**config.mk**
```make
export PLATFORM = sky130hd
export DESIGN_NAME = lcd_bias_supervisor_sequencer
export DESIGN_NICKNAME = d
export VERILOG_FILES = /design/src/hw/lcd_bias_pkg.sv /design/src/hw/lcd_bias_supervisor_sequencer.sv /design/src/hw/ms_timer.sv
export SDC_FILE = /design/constraint.sdc
export NUM_CORES = 1
export LEC_CHECK = 0
export ABC_AREA = 1
export BUFFER_PORTS_ARGS = -buffer_cell sky130_fd_sc_hd__buf_2
export CAP_MARGIN = 30
export CORE_MARGIN = 3
export CORE_UTILIZATION = 45
export CTS_CLUSTER_SIZE = 40
export DETAILED_ROUTE_END_ITERATION = 6
export GPL_TIMING_DRIVEN = 0
export PLACE_DENSITY_LB_ADDON = 0.2
export SYNTH_ARGS = -nofsm -noshare
export SYNTH_HDL_FRONTEND = slang
export SYNTH_SLANG_ARGS = --single-unit
```
**constraint.sdc**
```tcl
create_clock -name clk_i -period 2.4 [get_ports clk_i]
set_input_delay 0.36 -clock clk_i [delete_from_list [all_inputs] [get_ports clk_i]]
set_output_delay 0.36 -clock clk_i [all_outputs]
set_load 0.03 [all_outputs]
```
**src/hw/lcd_bias_pkg.sv**
```systemverilog
package lcd_bias_pkg;
	// Register offsets
	localparam logic [7:0] CONFIG_ADDR = 8'h00;
	localparam logic [7:0] RESET_WIDTH_ADDR = 8'h08;
	localparam logic [7:0] SHAPE_DELAY_ADDR = 8'h0A;
	localparam logic [7:0] DETECT_ADDR = 8'h0B;
	localparam logic [7:0] VCOM_CODE_ADDR = 8'h20;
	localparam logic [7:0] STATUS_ADDR = 8'h21;
	// Reset values
	localparam logic [7:0] CONFIG_RST = 8'h00;
	localparam logic [7:0] RESET_WIDTH_RST = 8'h01;
	localparam logic [7:0] SHAPE_DELAY_RST = 8'h04;
	localparam logic [7:0] DETECT_RST = 8'h00;
	localparam logic [6:0] VCOM_CODE_RST = 7'h00;
	// Field positions
	localparam int THRESH_SEL_BIT = 0;
	localparam int GIP_MODE_BIT = 1;
	localparam int STAT_UV_BIT = 0;
	localparam int STAT_SC_BIT = 1;
	localparam int STAT_TCON_BIT = 2;
	localparam int STAT_SHAPED_BIT = 3;
	localparam int STAT_GDRV_BIT = 4;
	localparam int STAT_STATE_LSB = 5;
	// Timing
	localparam int CLK_HZ = 125_000_000;
	localparam int MS_PER_S = 1000;
	localparam int MS_CYCLES = CLK_HZ / MS_PER_S;
	localparam int UV_TIME_MS = 50;
	localparam int RESET_STEP_MS = 2;
	localparam int SHAPE_STEP_MS = 5;
	localparam int NUM_REGULATORS = 5;
	localparam int VCOM_BITS = 7;
	typedef enum logic [1:0] {
		PWR_OFF,
		PWR_UP,
		PWR_ON,
		PWR_DOWN
	} pwr_state_t;
endpackage

```
**src/hw/lcd_bias_supervisor_sequencer.sv**
```systemverilog
// Local design decisions: strobed register access and the register addresses.
`timescale 1ns/1ps
// Function
// - Output below 70% over 50 ms disables
// - Faults clear only by power-on reset
// - Output below 30% disables at once
// - Timing-controller reset is active low
// - Reset timer starts after core soft-start
// - Reset width selectable 2 to 16 ms
// - Released reset latched high until power-down
// - Threshold bit picks lockout or detect level
// - Timing-controller reset is open drain
// - Shaping input high: pass on, discharge off
// - Shaping input low: pass off, discharge on
// - Power-up forces discharge until shaping delay
// - Shaping delay programmable 0 to 35 ms
// - Power-down forces pass on, discharge off
// - Mode bit selects gate-in-panel or conventional
// - Conventional mode: low while supply below detect
// - Detect threshold set by its register
// - Gate-in-panel mode: low until shaping delay
// - Gate-driver reset is open drain
// - Seven-bit code, larger code sinks more
// - Sink current is (N+1)/128 of reference
// - Configuration register at 00h, default 00h
// - Reset width register at 08h, default 01h
// - Shaping delay register at 0Ah, default 04h
module lcd_bias_supervisor_sequencer
#(
	parameter int MS_CYCLES_P = lcd_bias_pkg::MS_CYCLES,
	parameter int NUM_REG_P = lcd_bias_pkg::NUM_REGULATORS
) (
	input wire logic clk_i,
	input wire logic rst_i,
	input wire logic [7:0] addr_i,
	input wire logic [7:0] wdata_i,
	input wire logic wr_i,
	input wire logic rd_i,
	output logic [7:0] rdata_o,
	input wire logic [NUM_REG_P-1:0] below_uv_level_i,
	input wire logic [NUM_REG_P-1:0] below_sc_level_i,
	input wire logic input_supply_above_lockout_i,
	input wire logic input_supply_above_detect_i,
	input wire logic core_rail_ramp_done_i,
	input wire logic gate_high_rail_ramp_done_i,
	input wire logic shaping_ctrl_in_i,
	input wire logic tcon_reset_n_i,
	output logic tcon_reset_n_o,
	output logic tcon_reset_n_oe_o,
	input wire logic gate_driver_reset_n_i,
	output logic gate_driver_reset_n_o,
	output logic gate_driver_reset_n_oe_o,
	output logic pass_switch_o,
	output logic discharge_switch_o,
	output logic chip_enable_o,
	output logic [7:0] detect_threshold_o,
	output logic [6:0] vcom_code_o,
	output logic [7:0] dac_sink_steps_o
);
	import lcd_bias_pkg::*;

	localparam int DIV_W = $clog2(MS_CYCLES_P + 1);
	localparam logic [7:0] UV_LIMIT = 8'(UV_TIME_MS + 1);

	if (MS_CYCLES_P < 1) begin : g_bad_div
		$error("MS_CYCLES_P must be at least one");
	end
	if (NUM_REG_P < 1 || NUM_REG_P > 8) begin : g_bad_reg
		$error("NUM_REG_P must lie between 1 and 8");
	end

	pwr_state_t state_r;
	pwr_state_t state_nxt;
	logic [DIV_W-1:0] div_r;
	logic ms_tick_r;
	logic [7:0] config_r;
	logic [7:0] reset_width_r;
	logic [7:0] shape_delay_r;
	logic [7:0] detect_r;
	logic [6:0] vcom_r;
	logic uv_fault_r;
	logic sc_fault_r;
	logic tcon_released_r;
	logic [NUM_REG_P-1:0] uv_done;
	logic reset_timer_done;
	logic shape_done;
	logic [7:0] reset_limit;
	logic [7:0] shape_limit;
	logic fault_any;
	logic supply_ok;
	logic powering_down;
	logic gip_mode;
	logic regs_enabled;
	logic [7:0] status_word;

	assign gip_mode = config_r[GIP_MODE_BIT];
	assign reset_limit = 8'((reset_width_r[2:0] + 8'h01) * RESET_STEP_MS);
	assign shape_limit = 8'(shape_delay_r[2:0] * SHAPE_STEP_MS);
	assign fault_any = uv_fault_r || sc_fault_r;
	// Selected power-down threshold
	assign supply_ok = config_r[THRESH_SEL_BIT] ? input_supply_above_detect_i
		: input_supply_above_lockout_i;
	assign powering_down = (state_r == PWR_DOWN);
	// Rails are watched only while the regulators are meant to be up
	assign regs_enabled = (state_r == PWR_UP || state_r == PWR_ON);

	// Millisecond enable
	always_ff @(posedge clk_i) begin
		if (rst_i) begin
			div_r <= '0;
			ms_tick_r <= 1'b0;
		end else if (div_r == DIV_W'(MS_CYCLES_P - 1)) begin
			div_r <= '0;
			ms_tick_r <= 1'b1;
		end else begin
			div_r <= div_r + DIV_W'(1);
			ms_tick_r <= 1'b0;
		end
	end

	// Per-regulator undervoltage qualification, restarted on recovery
	for (genvar i = 0; i < NUM_REG_P; i++) begin : g_uv
		ms_timer u_uv_timer (
			.clk_i(clk_i),
			.rst_i(rst_i),
			.clear_i(!below_uv_level_i[i] || !regs_enabled),
			.run_i(below_uv_level_i[i] && regs_enabled),
			.tick_i(ms_tick_r),
			.limit_i(UV_LIMIT),
			.done_o(uv_done[i])
		);
	end

	// Faults are sticky; only the power-on reset clears them
	always_ff @(posedge clk_i) begin
		if (rst_i) begin
			uv_fault_r <= 1'b0;
		end else if (|uv_done) begin
			uv_fault_r <= 1'b1;
		end
	end

	always_ff @(posedge clk_i) begin
		if (rst_i) begin
			sc_fault_r <= 1'b0;
		end else if (regs_enabled && |below_sc_level_i) begin
			sc_fault_r <= 1'b1;
		end
	end

	// Reset pulse timer runs once the core rail is up
	ms_timer u_reset_timer (
		.clk_i(clk_i),
		.rst_i(rst_i),
		.clear_i(state_r == PWR_OFF || powering_down),
		.run_i(state_r == PWR_UP && core_rail_ramp_done_i),
		.tick_i(ms_tick_r),
		.limit_i(reset_limit),
		.done_o(reset_timer_done)
	);

	// Shaping delay runs once the gate-high rail is up
	ms_timer u_shape_timer (
		.clk_i(clk_i),
		.rst_i(rst_i),
		.clear_i(state_r == PWR_OFF || powering_down),
		.run_i(state_r != PWR_OFF && gate_high_rail_ramp_done_i),
		.tick_i(ms_tick_r),
		.limit_i(shape_limit),
		.done_o(shape_done)
	);

	// Released reset stays latched until power-down
	always_ff @(posedge clk_i) begin
		if (rst_i) begin
			tcon_released_r <= 1'b0;
		end else if (powering_down || state_r == PWR_OFF) begin
			tcon_released_r <= 1'b0;
		end else if (reset_timer_done) begin
			tcon_released_r <= 1'b1;
		end
	end

	always_comb begin
		state_nxt = state_r;
		case (state_r)
			PWR_OFF: begin
				if (input_supply_above_lockout_i && supply_ok && !fault_any) begin
					state_nxt = PWR_UP;
				end
			end
			PWR_UP: begin
				if (fault_any || !supply_ok) begin
					state_nxt = PWR_DOWN;
				end else if (tcon_released_r && shape_done) begin
					state_nxt = PWR_ON;
				end
			end
			PWR_ON: begin
				if (fault_any || !supply_ok) begin
					state_nxt = PWR_DOWN;
				end
			end
			PWR_DOWN: begin
				if (!input_supply_above_lockout_i && !fault_any) begin
					state_nxt = PWR_OFF;
				end
			end
			default: begin
				state_nxt = PWR_OFF;
			end
		endcase
	end

	always_ff @(posedge clk_i) begin
		if (rst_i) begin
			state_r <= PWR_OFF;
		end else begin
			state_r <= state_nxt;
		end
	end

	always_ff @(posedge clk_i) begin
		if (rst_i) begin
			chip_enable_o <= 1'b0;
		end else begin
			chip_enable_o <= (state_nxt == PWR_UP || state_nxt == PWR_ON) && !fault_any;
		end
	end

	// Open-drain reset to the timing controller: only ever pulled low
	always_ff @(posedge clk_i) begin
		if (rst_i) begin
			tcon_reset_n_o <= 1'b0;
			tcon_reset_n_oe_o <= 1'b1;
		end else begin
			tcon_reset_n_o <= 1'b0;
			tcon_reset_n_oe_o <= !tcon_released_r || powering_down;
		end
	end

	// Gate voltage shaping switches
	always_ff @(posedge clk_i) begin
		if (rst_i) begin
			pass_switch_o <= 1'b0;
			discharge_switch_o <= 1'b1;
		end else if (powering_down) begin
			pass_switch_o <= 1'b1;
			discharge_switch_o <= 1'b0;
		end else if (!shape_done || state_r == PWR_OFF) begin
			pass_switch_o <= 1'b0;
			discharge_switch_o <= 1'b1;
		end else if (shaping_ctrl_in_i) begin
			pass_switch_o <= 1'b1;
			discharge_switch_o <= 1'b0;
		end else begin
			pass_switch_o <= 1'b0;
			discharge_switch_o <= 1'b1;
		end
	end

	// Open-drain gate-driver reset in either mode
	always_ff @(posedge clk_i) begin
		if (rst_i) begin
			gate_driver_reset_n_o <= 1'b0;
			gate_driver_reset_n_oe_o <= 1'b1;
		end else begin
			gate_driver_reset_n_o <= 1'b0;
			if (gip_mode) begin
				gate_driver_reset_n_oe_o <= !shape_done || powering_down
					|| state_r == PWR_OFF;
			end else begin
				gate_driver_reset_n_oe_o <= !input_supply_above_detect_i;
			end
		end
	end

	// Register writes
	always_ff @(posedge clk_i) begin
		if (rst_i) begin
			config_r <= CONFIG_RST;
			reset_width_r <= RESET_WIDTH_RST;
			shape_delay_r <= SHAPE_DELAY_RST;
			detect_r <= DETECT_RST;
			vcom_r <= VCOM_CODE_RST;
		end else if (wr_i) begin
			case (addr_i)
				CONFIG_ADDR: config_r <= wdata_i;
				RESET_WIDTH_ADDR: reset_width_r <= wdata_i;
				SHAPE_DELAY_ADDR: shape_delay_r <= wdata_i;
				DETECT_ADDR: detect_r <= wdata_i;
				VCOM_CODE_ADDR: vcom_r <= wdata_i[VCOM_BITS-1:0];
				default: begin
				end
			endcase
		end
	end

	// Analog settings driven from registers
	always_ff @(posedge clk_i) begin
		if (rst_i) begin
			detect_threshold_o <= DETECT_RST;
			vcom_code_o <= VCOM_CODE_RST;
			dac_sink_steps_o <= 8'h01;
		end else begin
			detect_threshold_o <= detect_r;
			vcom_code_o <= vcom_r;
			dac_sink_steps_o <= {1'b0, vcom_r} + 8'h01;
		end
	end

	// Status snapshot for the read path
	always_comb begin
		status_word = 8'h00;
		status_word[STAT_UV_BIT] = uv_fault_r;
		status_word[STAT_SC_BIT] = sc_fault_r;
		status_word[STAT_TCON_BIT] = tcon_reset_n_i;
		status_word[STAT_SHAPED_BIT] = shape_done;
		status_word[STAT_GDRV_BIT] = gate_driver_reset_n_i;
		status_word[STAT_STATE_LSB +: 2] = state_r;
	end

	// Register reads, data valid the cycle after the strobe
	always_ff @(posedge clk_i) begin
		if (rst_i) begin
			rdata_o <= 8'h00;
		end else if (rd_i) begin
			case (addr_i)
				CONFIG_ADDR: rdata_o <= config_r;
				RESET_WIDTH_ADDR: rdata_o <= reset_width_r;
				SHAPE_DELAY_ADDR: rdata_o <= shape_delay_r;
				DETECT_ADDR: rdata_o <= detect_r;
				VCOM_CODE_ADDR: rdata_o <= {1'b0, vcom_r};
				STATUS_ADDR: rdata_o <= status_word;
				default: rdata_o <= 8'h00;
			endcase
		end else begin
			rdata_o <= 8'h00;
		end
	end
endmodule

```
**src/hw/ms_timer.sv**
```systemverilog
`timescale 1ns/1ps
module ms_timer (
	input wire logic clk_i,
	input wire logic rst_i,
	input wire logic clear_i,
	input wire logic run_i,
	input wire logic tick_i,
	input wire logic [7:0] limit_i,
	output logic done_o
);
	logic [7:0] count_r;

	// Counts millisecond ticks while running; clear holds it at zero
	always_ff @(posedge clk_i) begin
		if (rst_i || clear_i) begin
			count_r <= 8'h00;
		end else if (run_i && tick_i && (count_r < limit_i)) begin
			count_r <= count_r + 8'h01;
		end
	end

	always_ff @(posedge clk_i) begin
		if (rst_i || clear_i) begin
			done_o <= 1'b0;
		end else if (run_i && (count_r >= limit_i)) begin
			done_o <= 1'b1;
		end
	end
endmodule

```
==> results.toml, run 1 <==
[setup_path]
crit_path_frequent_cell = "ha_1"
r2r_slack_ns = 0.25
crit_chain = "ha_1 -> ha_1 -> ha_1 -> inv_1 -> ha_1 -> a211oi_4 -> buf_4 -> nand3_1 -> nand2_1 -> a21oi_1"
r2r-start = "shape_delay_r[2]"
cp_slowest_stage_delay_ns = 0.36
crit_type = "reg2reg"
critPathLaunchType = "flop"
critical_path_required_ns = 2.68
end_kind = "flop"
crit_slowest_cell = "dfxtp_1"
worstPathMaxFanout = 5
r2r_cells = 10
crit_arrival_ns = 2.42
crit-reg2reg-capture = "u_shape_timer.done_o"

[global_routing]
grt_max_degree = 17
overflow = 0
track_usage = 0.187
grt_pass1_vias = 5546
grt_pass1_wl_mm = 26.6
antenna_found_initial = 0

[final_layout]
nFillCells = 1517
layout.cells.non_filler = 1255
layout.nets = 1097
layout-drive-gt1-share = 0.141
diodes = 0
final_common_cell = "dfxtp_1"
syn_to_final_growth_pct = 16.9
finish.utilization = 0.542
layout_common_cells = "161 x dfxtp_1, 146 x inv_1, 136 x nand2_1"

[synthesis]
postSynthAreaPerCell_um2 = 7.56
synth_seq_cells = 161
synth.distinct_cells = 42
synth-seq-area-share = 0.454
synth_area_mm2 = 0.00709
yosys_warnings = 0
syn_inst = 938

[die]
start_util = 0.463
die_area_mm2 = 0.0173
io_pins = 75
fp.dieW_um = 132
core_area_mm2 = 0.0153
num_rows = 45
fp.dieH_um = 132

[clock_network]
cts.sinks = 161
numCtsBuffers = 17
cts_max_level = 4
cts_tree = "done"
clk_root_buffer_cell = "clkbuf_16"
insertion_delay_ns = 0.42
cts_buffer_depth = 2
path_clk_slew_ns = 0.06

[sta]
holdWs_ns = 0.190
fmax_mhz = 466
rsz0062_at_grt = "no"
min_period_over_period = 0.894
min_period_ns = 2.15
drv_slew = 0
layout_setup_ws_ns = 0.254
clock_skew_ns = 0.00959
tightest_slew_ns = 0.619
setup_violations = 0
hold_viol = 0
relSlewSlack = 0.587

[power]
ir_drop_mv = 0.517
cellPowerDensity_mw_per_mm2 = 702
p_leak_nw = 3.47

[route]
dr.pass1.iters = 5
wirelength_mm = 15.7
viasPerCell = 4.77
dr_total_vias = 5989
drt_iter0_markers = 340
ant_nets = 0
detail_route.wl_per_cell_um = 12.5
post-route-drc-count = 0

[placement]
dp_slack_ns = -0.0264
io_buffers = 72
dp_hpwl_mm = 11.6
placedCellCount = 1222
gp_congestion = 0.841

[min_path]
hp-start = "rst_i"
hold_path.class = "in2reg"
hold_path_depth = 2
min_to = "vcom_code_o[6]"

[flow_run]
cap_violations = 0

[run_status]
status = "finished clean"
==> logic make-up after synthesis <==
group | after synthesis | synth area share
fa+ha+maj | 27 | 0.0476
xor+xnor | 25 | 0.0309
compound gates | 156 | 0.116
buf+inv | 169 | 0.0929
simple gates | 399 | 0.258
flops | 161 | 0.454
other cells | 1 | 0.000529
==> where the power goes <==
group | internal [mW] | leakage (nW) | switching, mW
registers | 2.71 | 1.30 | 0.0260
logic | 0.171 | 1.90 | 0.429
clock network | 1.44 | 0.269 | 1.05
==> sequential cells by signal, summed over array words and instances (netlist names), 2 cells and up <==
| name | flops |
|---|---|
| u_shape_timer.count_r | 8 |
| reset_width_r | 8 |
| detect_threshold_o | 8 |
| div_r | 17 |
| vcom_r | 7 |
| state_r | 2 |
| g_uv.u_uv_timer.count_r | 40 |
| detect_r | 8 |
| vcom_code_o | 7 |
| u_reset_timer.count_r | 8 |
| rdata_o | 8 |
| dac_sink_steps_o | 8 |
| config_r | 8 |
| g_uv.u_uv_timer.done_o | 5 |
| shape_delay_r | 8 |
==> how the worst max path moves through the flow <==
stage	startpoint	end	slack, ns
final	shape_delay_r[2]	u_shape_timer.done_o	0.25
after global routing	shape_delay_r[2]	u_shape_timer.count_r[1]	0.08
after CTS	shape_delay_r[2]	u_shape_timer.count_r[1]	0.09
after detailed placement	shape_delay_r[2]	u_shape_timer.count_r[1]	-0.03
after global placement	shape_delay_r[0]	u_shape_timer.count_r[1]	-0.01
after floorplan	shape_delay_r[0]	u_shape_timer.count_r[5]	0.33
==> layout make-up <==
class / instances / area, um^2 / share of cell area
Multi-Input combinational cell: 609 / 3230 / 0.389
Sequential cell: 161 / 3220 / 0.388
Inverter: 153 / 576 / 0.0694
Clock buffer: 20 / 447 / 0.0538
Timing Repair Buffer: 75 / 383 / 0.0461
Tap cell: 211 / 264 / 0.0318
Clock inverter: 10 / 90.1 / 0.0109
Buffer: 16 / 83.8 / 0.0101
==> synthesized netlist by cell type, drive strengths merged <==
library cell / number / share of area
clkinv: 1 / 0.00070
inv: 152 / 0.080
a31oi: 2 / 0.0018
clkbuf: 8 / 0.0042
a211oi: 1 / 0.0018
a21oi: 74 / 0.053
ha: 27 / 0.048
o22ai: 1 / 0.00088
nor3: 29 / 0.025
nand4: 22 / 0.023
or2: 1 / 0.00088
and3: 1 / 0.00088
o31ai: 1 / 0.0011
nor3b: 4 / 0.0042
xnor2: 4 / 0.0049
a21boi: 1 / 0.0016
dfxtp: 161 / 0.45
o21ai: 74 / 0.053
buf: 8 / 0.0076
or3: 1 / 0.00088
nor4: 3 / 0.0026
o211ai: 2 / 0.0021
conb: 1 / 0.00053
nand2: 142 / 0.077
nand3: 66 / 0.050
nor2: 127 / 0.071
nand3b: 3 / 0.0032
xor2: 21 / 0.026
==> stage by stage <==
step | area [um^2] | total power [mW] | TNS (ns)
6_report | 8300 | 5.83 | 0
3_5_place_dp | 7720 | 3.39 | -0.106
2_1_floorplan | 7100 | 3.20 | 0
3_3_place_gp | 7720 | 3.39 | -0.0433
4_1_cts | 8270 | 5.88 | 0
5_1_grt | 8300 | 6.08 | 0
==> metal layers <==
layer	track usage	share of wire
met5	0	0
met4	0.0747	0.024
met3	0.0345	0.049
met2	0.282	0.43
met1	0.263	0.50
==> critical path: cells and delay by family (launching register included) <==
kind            cells  cell delay (ns)
compound gates      2             0.41
fa+ha+maj           4             0.85
buf+inv             2             0.23
flops               1             0.36
simple gates        2             0.16
==> what timing repair did <==
action,4_1_cts,5_1_grt
gates resized for setup,1,2
pin swaps,0,1
hold buffers,0,0
setup endpoints to repair,6,6
setup buffers,0,3
Note: power is estimated with default switching activity, not from simulation.
==> inputs of run 2 (changes only) <==
--- a/config.mk
+++ b/config.mk
@@ -5,12 +5,11 @@
 export SDC_FILE = /design/constraint.sdc
 export NUM_CORES = 1
 export LEC_CHECK = 0
-export ABC_AREA = 1
 export BUFFER_PORTS_ARGS = -buffer_cell sky130_fd_sc_hd__buf_2
 export CAP_MARGIN = 30
 export CORE_MARGIN = 3
 export CORE_UTILIZATION = 45
-export CTS_CLUSTER_SIZE = 40
+export CTS_CLUSTER_SIZE = 16
 export DETAILED_ROUTE_END_ITERATION = 6
 export GPL_TIMING_DRIVEN = 0
 export PLACE_DENSITY_LB_ADDON = 0.2
==> results.toml, run 2 <==
[synthesis]
synth_most_common_cell = "dfxtp_1"
ys_top_cells_by_count = "161 x dfxtp_1, 107 x nor2_1, 47 x mux2i_1, 43 x nand2_1, 33 x nand3_1"
synth.distinct_cells = 66
postSynthAreaPerCell_um2 = 9.59
synthTopCellsByArea = "dfxtp_1 46%, mux2i_1 6.8%, nor2_1 5.8%, ha_1 4.9%, xor2_1 3.4%"
ys.flop_type = "dfxtp_1"
synth_top_area_frac = 0.465
yosys_warnings = 0
synth_area_mm2 = 0.00693
ys_async_sr_fraction = 0
synth_edf_count = 0
synth_seq_cells = 161
syn_inst = 723
synth_top_cell_by_area = "dfxtp_1"
synth-seq-area-share = 0.465

[sta]
tightest_slew_ns = 0.677
min_period_over_period = 0.984
setup_violations = 0
fin_setup_tns_ns = 0
hold_viol = 0
drv_slew = 0
clock_skew_ns = 0.00998
min_period_ns = 2.36
fmax_mhz = 424
relSlewSlack = 0.548
rsz0062_at_grt = "yes"

[final_layout]
finish.utilization = 0.557
final_common_cell = "dfxtp_1"
largest_reg_flops = 40
syn_to_final_growth_pct = 18.9
nFillCells = 1317
layout.nets = 880
layout-drive-gt1-share = 0.189
reg_top3 = "g_uv.u_uv_timer.count_r (40), div_r (17)"
layout_common_cells = "158 x dfxtp_1, 107 x nor2_1, 75 x buf_2"
top_register = "g_uv.u_uv_timer.count_r"
diodes = 0

[placement]
dp_hpwl_mm = 11.5
gp_congestion = 0.818
io_buffers = 69

[setup_path]
crit_arrival_ns = 2.67
worstPathMaxFanout = 5
crit_type = "reg2reg"
r2r-start = "shape_delay_r[2]"
crit-reg2reg-capture = "u_shape_timer.count_r[2]"
critPathLaunchType = "flop"
startpoint = "shape_delay_r[2]"
end_kind = "flop"
critical_path_required_ns = 2.71
r2r_slack_ns = 0.04
r2r_cells = 11

[global_routing]
overflow = 0
grt_pass1_vias = 5373
grt_max_degree = 17
grt_pass1_wl_mm = 25.3
antenna_found_initial = 0
track_usage = 0.188

[power]
ir_drop_mv = 0.584
p_leak_nw = 3.38
cellPowerDensity_mw_per_mm2 = 708

[die]
fp.dieH_um = 130
num_rows = 44
core_area_mm2 = 0.0148
die_area_mm2 = 0.0169
fp.dieW_um = 130
start_util = 0.468
io_pins = 75

[min_path]
min_to = "g_uv[1].u_uv_timer.count_r[7]"
hold_path.class = "in2reg"
hp-start = "below_uv_level_i[1]"
hold_path_depth = 2

[clock_network]
clk_root_buffer_cell = "clkbuf_16"
insertion_delay_ns = 0.43
cts_buffer_depth = 2
cts.sinks = 161
path_clk_slew_ns = 0.06
cts_max_level = 4
holdBufCountCts = 0
cts_tree = "done"
numCtsBuffers = 17

[route]
dr_total_vias = 5475
post-route-drc-count = 0
wirelength_mm = 15.7
detail_route.wl_per_cell_um = 15.5
viasPerCell = 5.40
ant_nets = 0
dr.pass1.iters = 4
drt_iter0_markers = 277

[run_status]
status = "finished clean"

[flow_run]
cap_violations = 0
-- run 2: metal layers --
metal	part of all wire	global-route usage
met1	0.44	0.222
met2	0.50	0.328
met3	0.042	0.0467
met4	0.018	0.0758
met5	0	0
-- run 2: stage by stage --
| stage | total power [mW] | hold slack [ns] | cells | setup slack [ns] | instance area (um^2) |
|---|---|---|---|---|---|
| floorplan | 3.04 | 0.382 | 724 | 0.00766 | 6940 |
| global placement | 3.18 | 0.421 | 977 | -0.131 | 7520 |
| detailed placement | 3.19 | 0.436 | 977 | -0.182 | 7520 |
| CTS | 5.88 | 0.196 | 1013 | 0.0361 | 8210 |
| global route | 6.03 | 0.216 | 1013 | -0.0474 | 8250 |
| finish | 5.84 | 0.210 | 1013 | 0.0396 | 8250 |
-- run 2: worst max-delay path, cell delays in order (launching register included) --
cell,delay [ns]
dfxtp_4,0.35
ha_4,0.16
ha_4,0.15
ha_4,0.25
inv_1,0.03
ha_2,0.17
a2111oi_4,0.33
nand3_2,0.15
buf_6,0.16
buf_4,0.14
o31ai_1,0.25
a21oi_2,0.09
-- run 2: worst max-delay path by stage --
stage                                     to  cells past startpoint
detailed placement  u_shape_timer.count_r[6]                     11
CTS                 u_shape_timer.count_r[5]                     10
finish              u_shape_timer.count_r[2]                     11
global placement    u_shape_timer.count_r[5]                     10
global route        u_shape_timer.count_r[5]                     10
floorplan           u_shape_timer.count_r[5]                     10
-- run 2: logic make-up (layout without fill, tap and decap cells) --
family	Yosys count	after routing	synth area share
XOR/XNOR	40	40	0.0505
adder cells (fa/ha/maj)	27	27	0.0487
other	1	2	0.000541
AND/OR/NAND/NOR	302	302	0.235
flip-flops	161	161	0.465
AO/OA/AOI/OAI	93	93	0.0965
multiplexers	49	49	0.0711
buffers and inverters	50	155	0.0325
-- run 2: area by class of cell --
type | count | area (um^2) | area share
Timing Repair Buffer | 74 | 380 | 0.0461
Tap cell | 184 | 230 | 0.0279
Multi-Input combinational cell | 513 | 3580 | 0.435
Clock inverter | 11 | 125 | 0.0152
Sequential cell | 161 | 3230 | 0.392
Buffer | 26 | 139 | 0.0168
Inverter | 23 | 86.3 | 0.0105
Clock buffer | 21 | 470 | 0.0570
-- run 2: power breakdown --
part	internal (mW)	total, mW	switching [mW]
clock network	1.62	2.71	1.09
logic	0.136	0.405	0.269
registers	2.70	2.73	0.0303
total	4.45	5.84	1.39
-- run 2: what timing repair did --
item,in CTS,in global routing
gates resized for setup,15,11
setup buffers,4,0
cloned,1,0
endpoints found under the setup margin,8,9
hold endpoints to repair,0,0
pin swaps,6,3
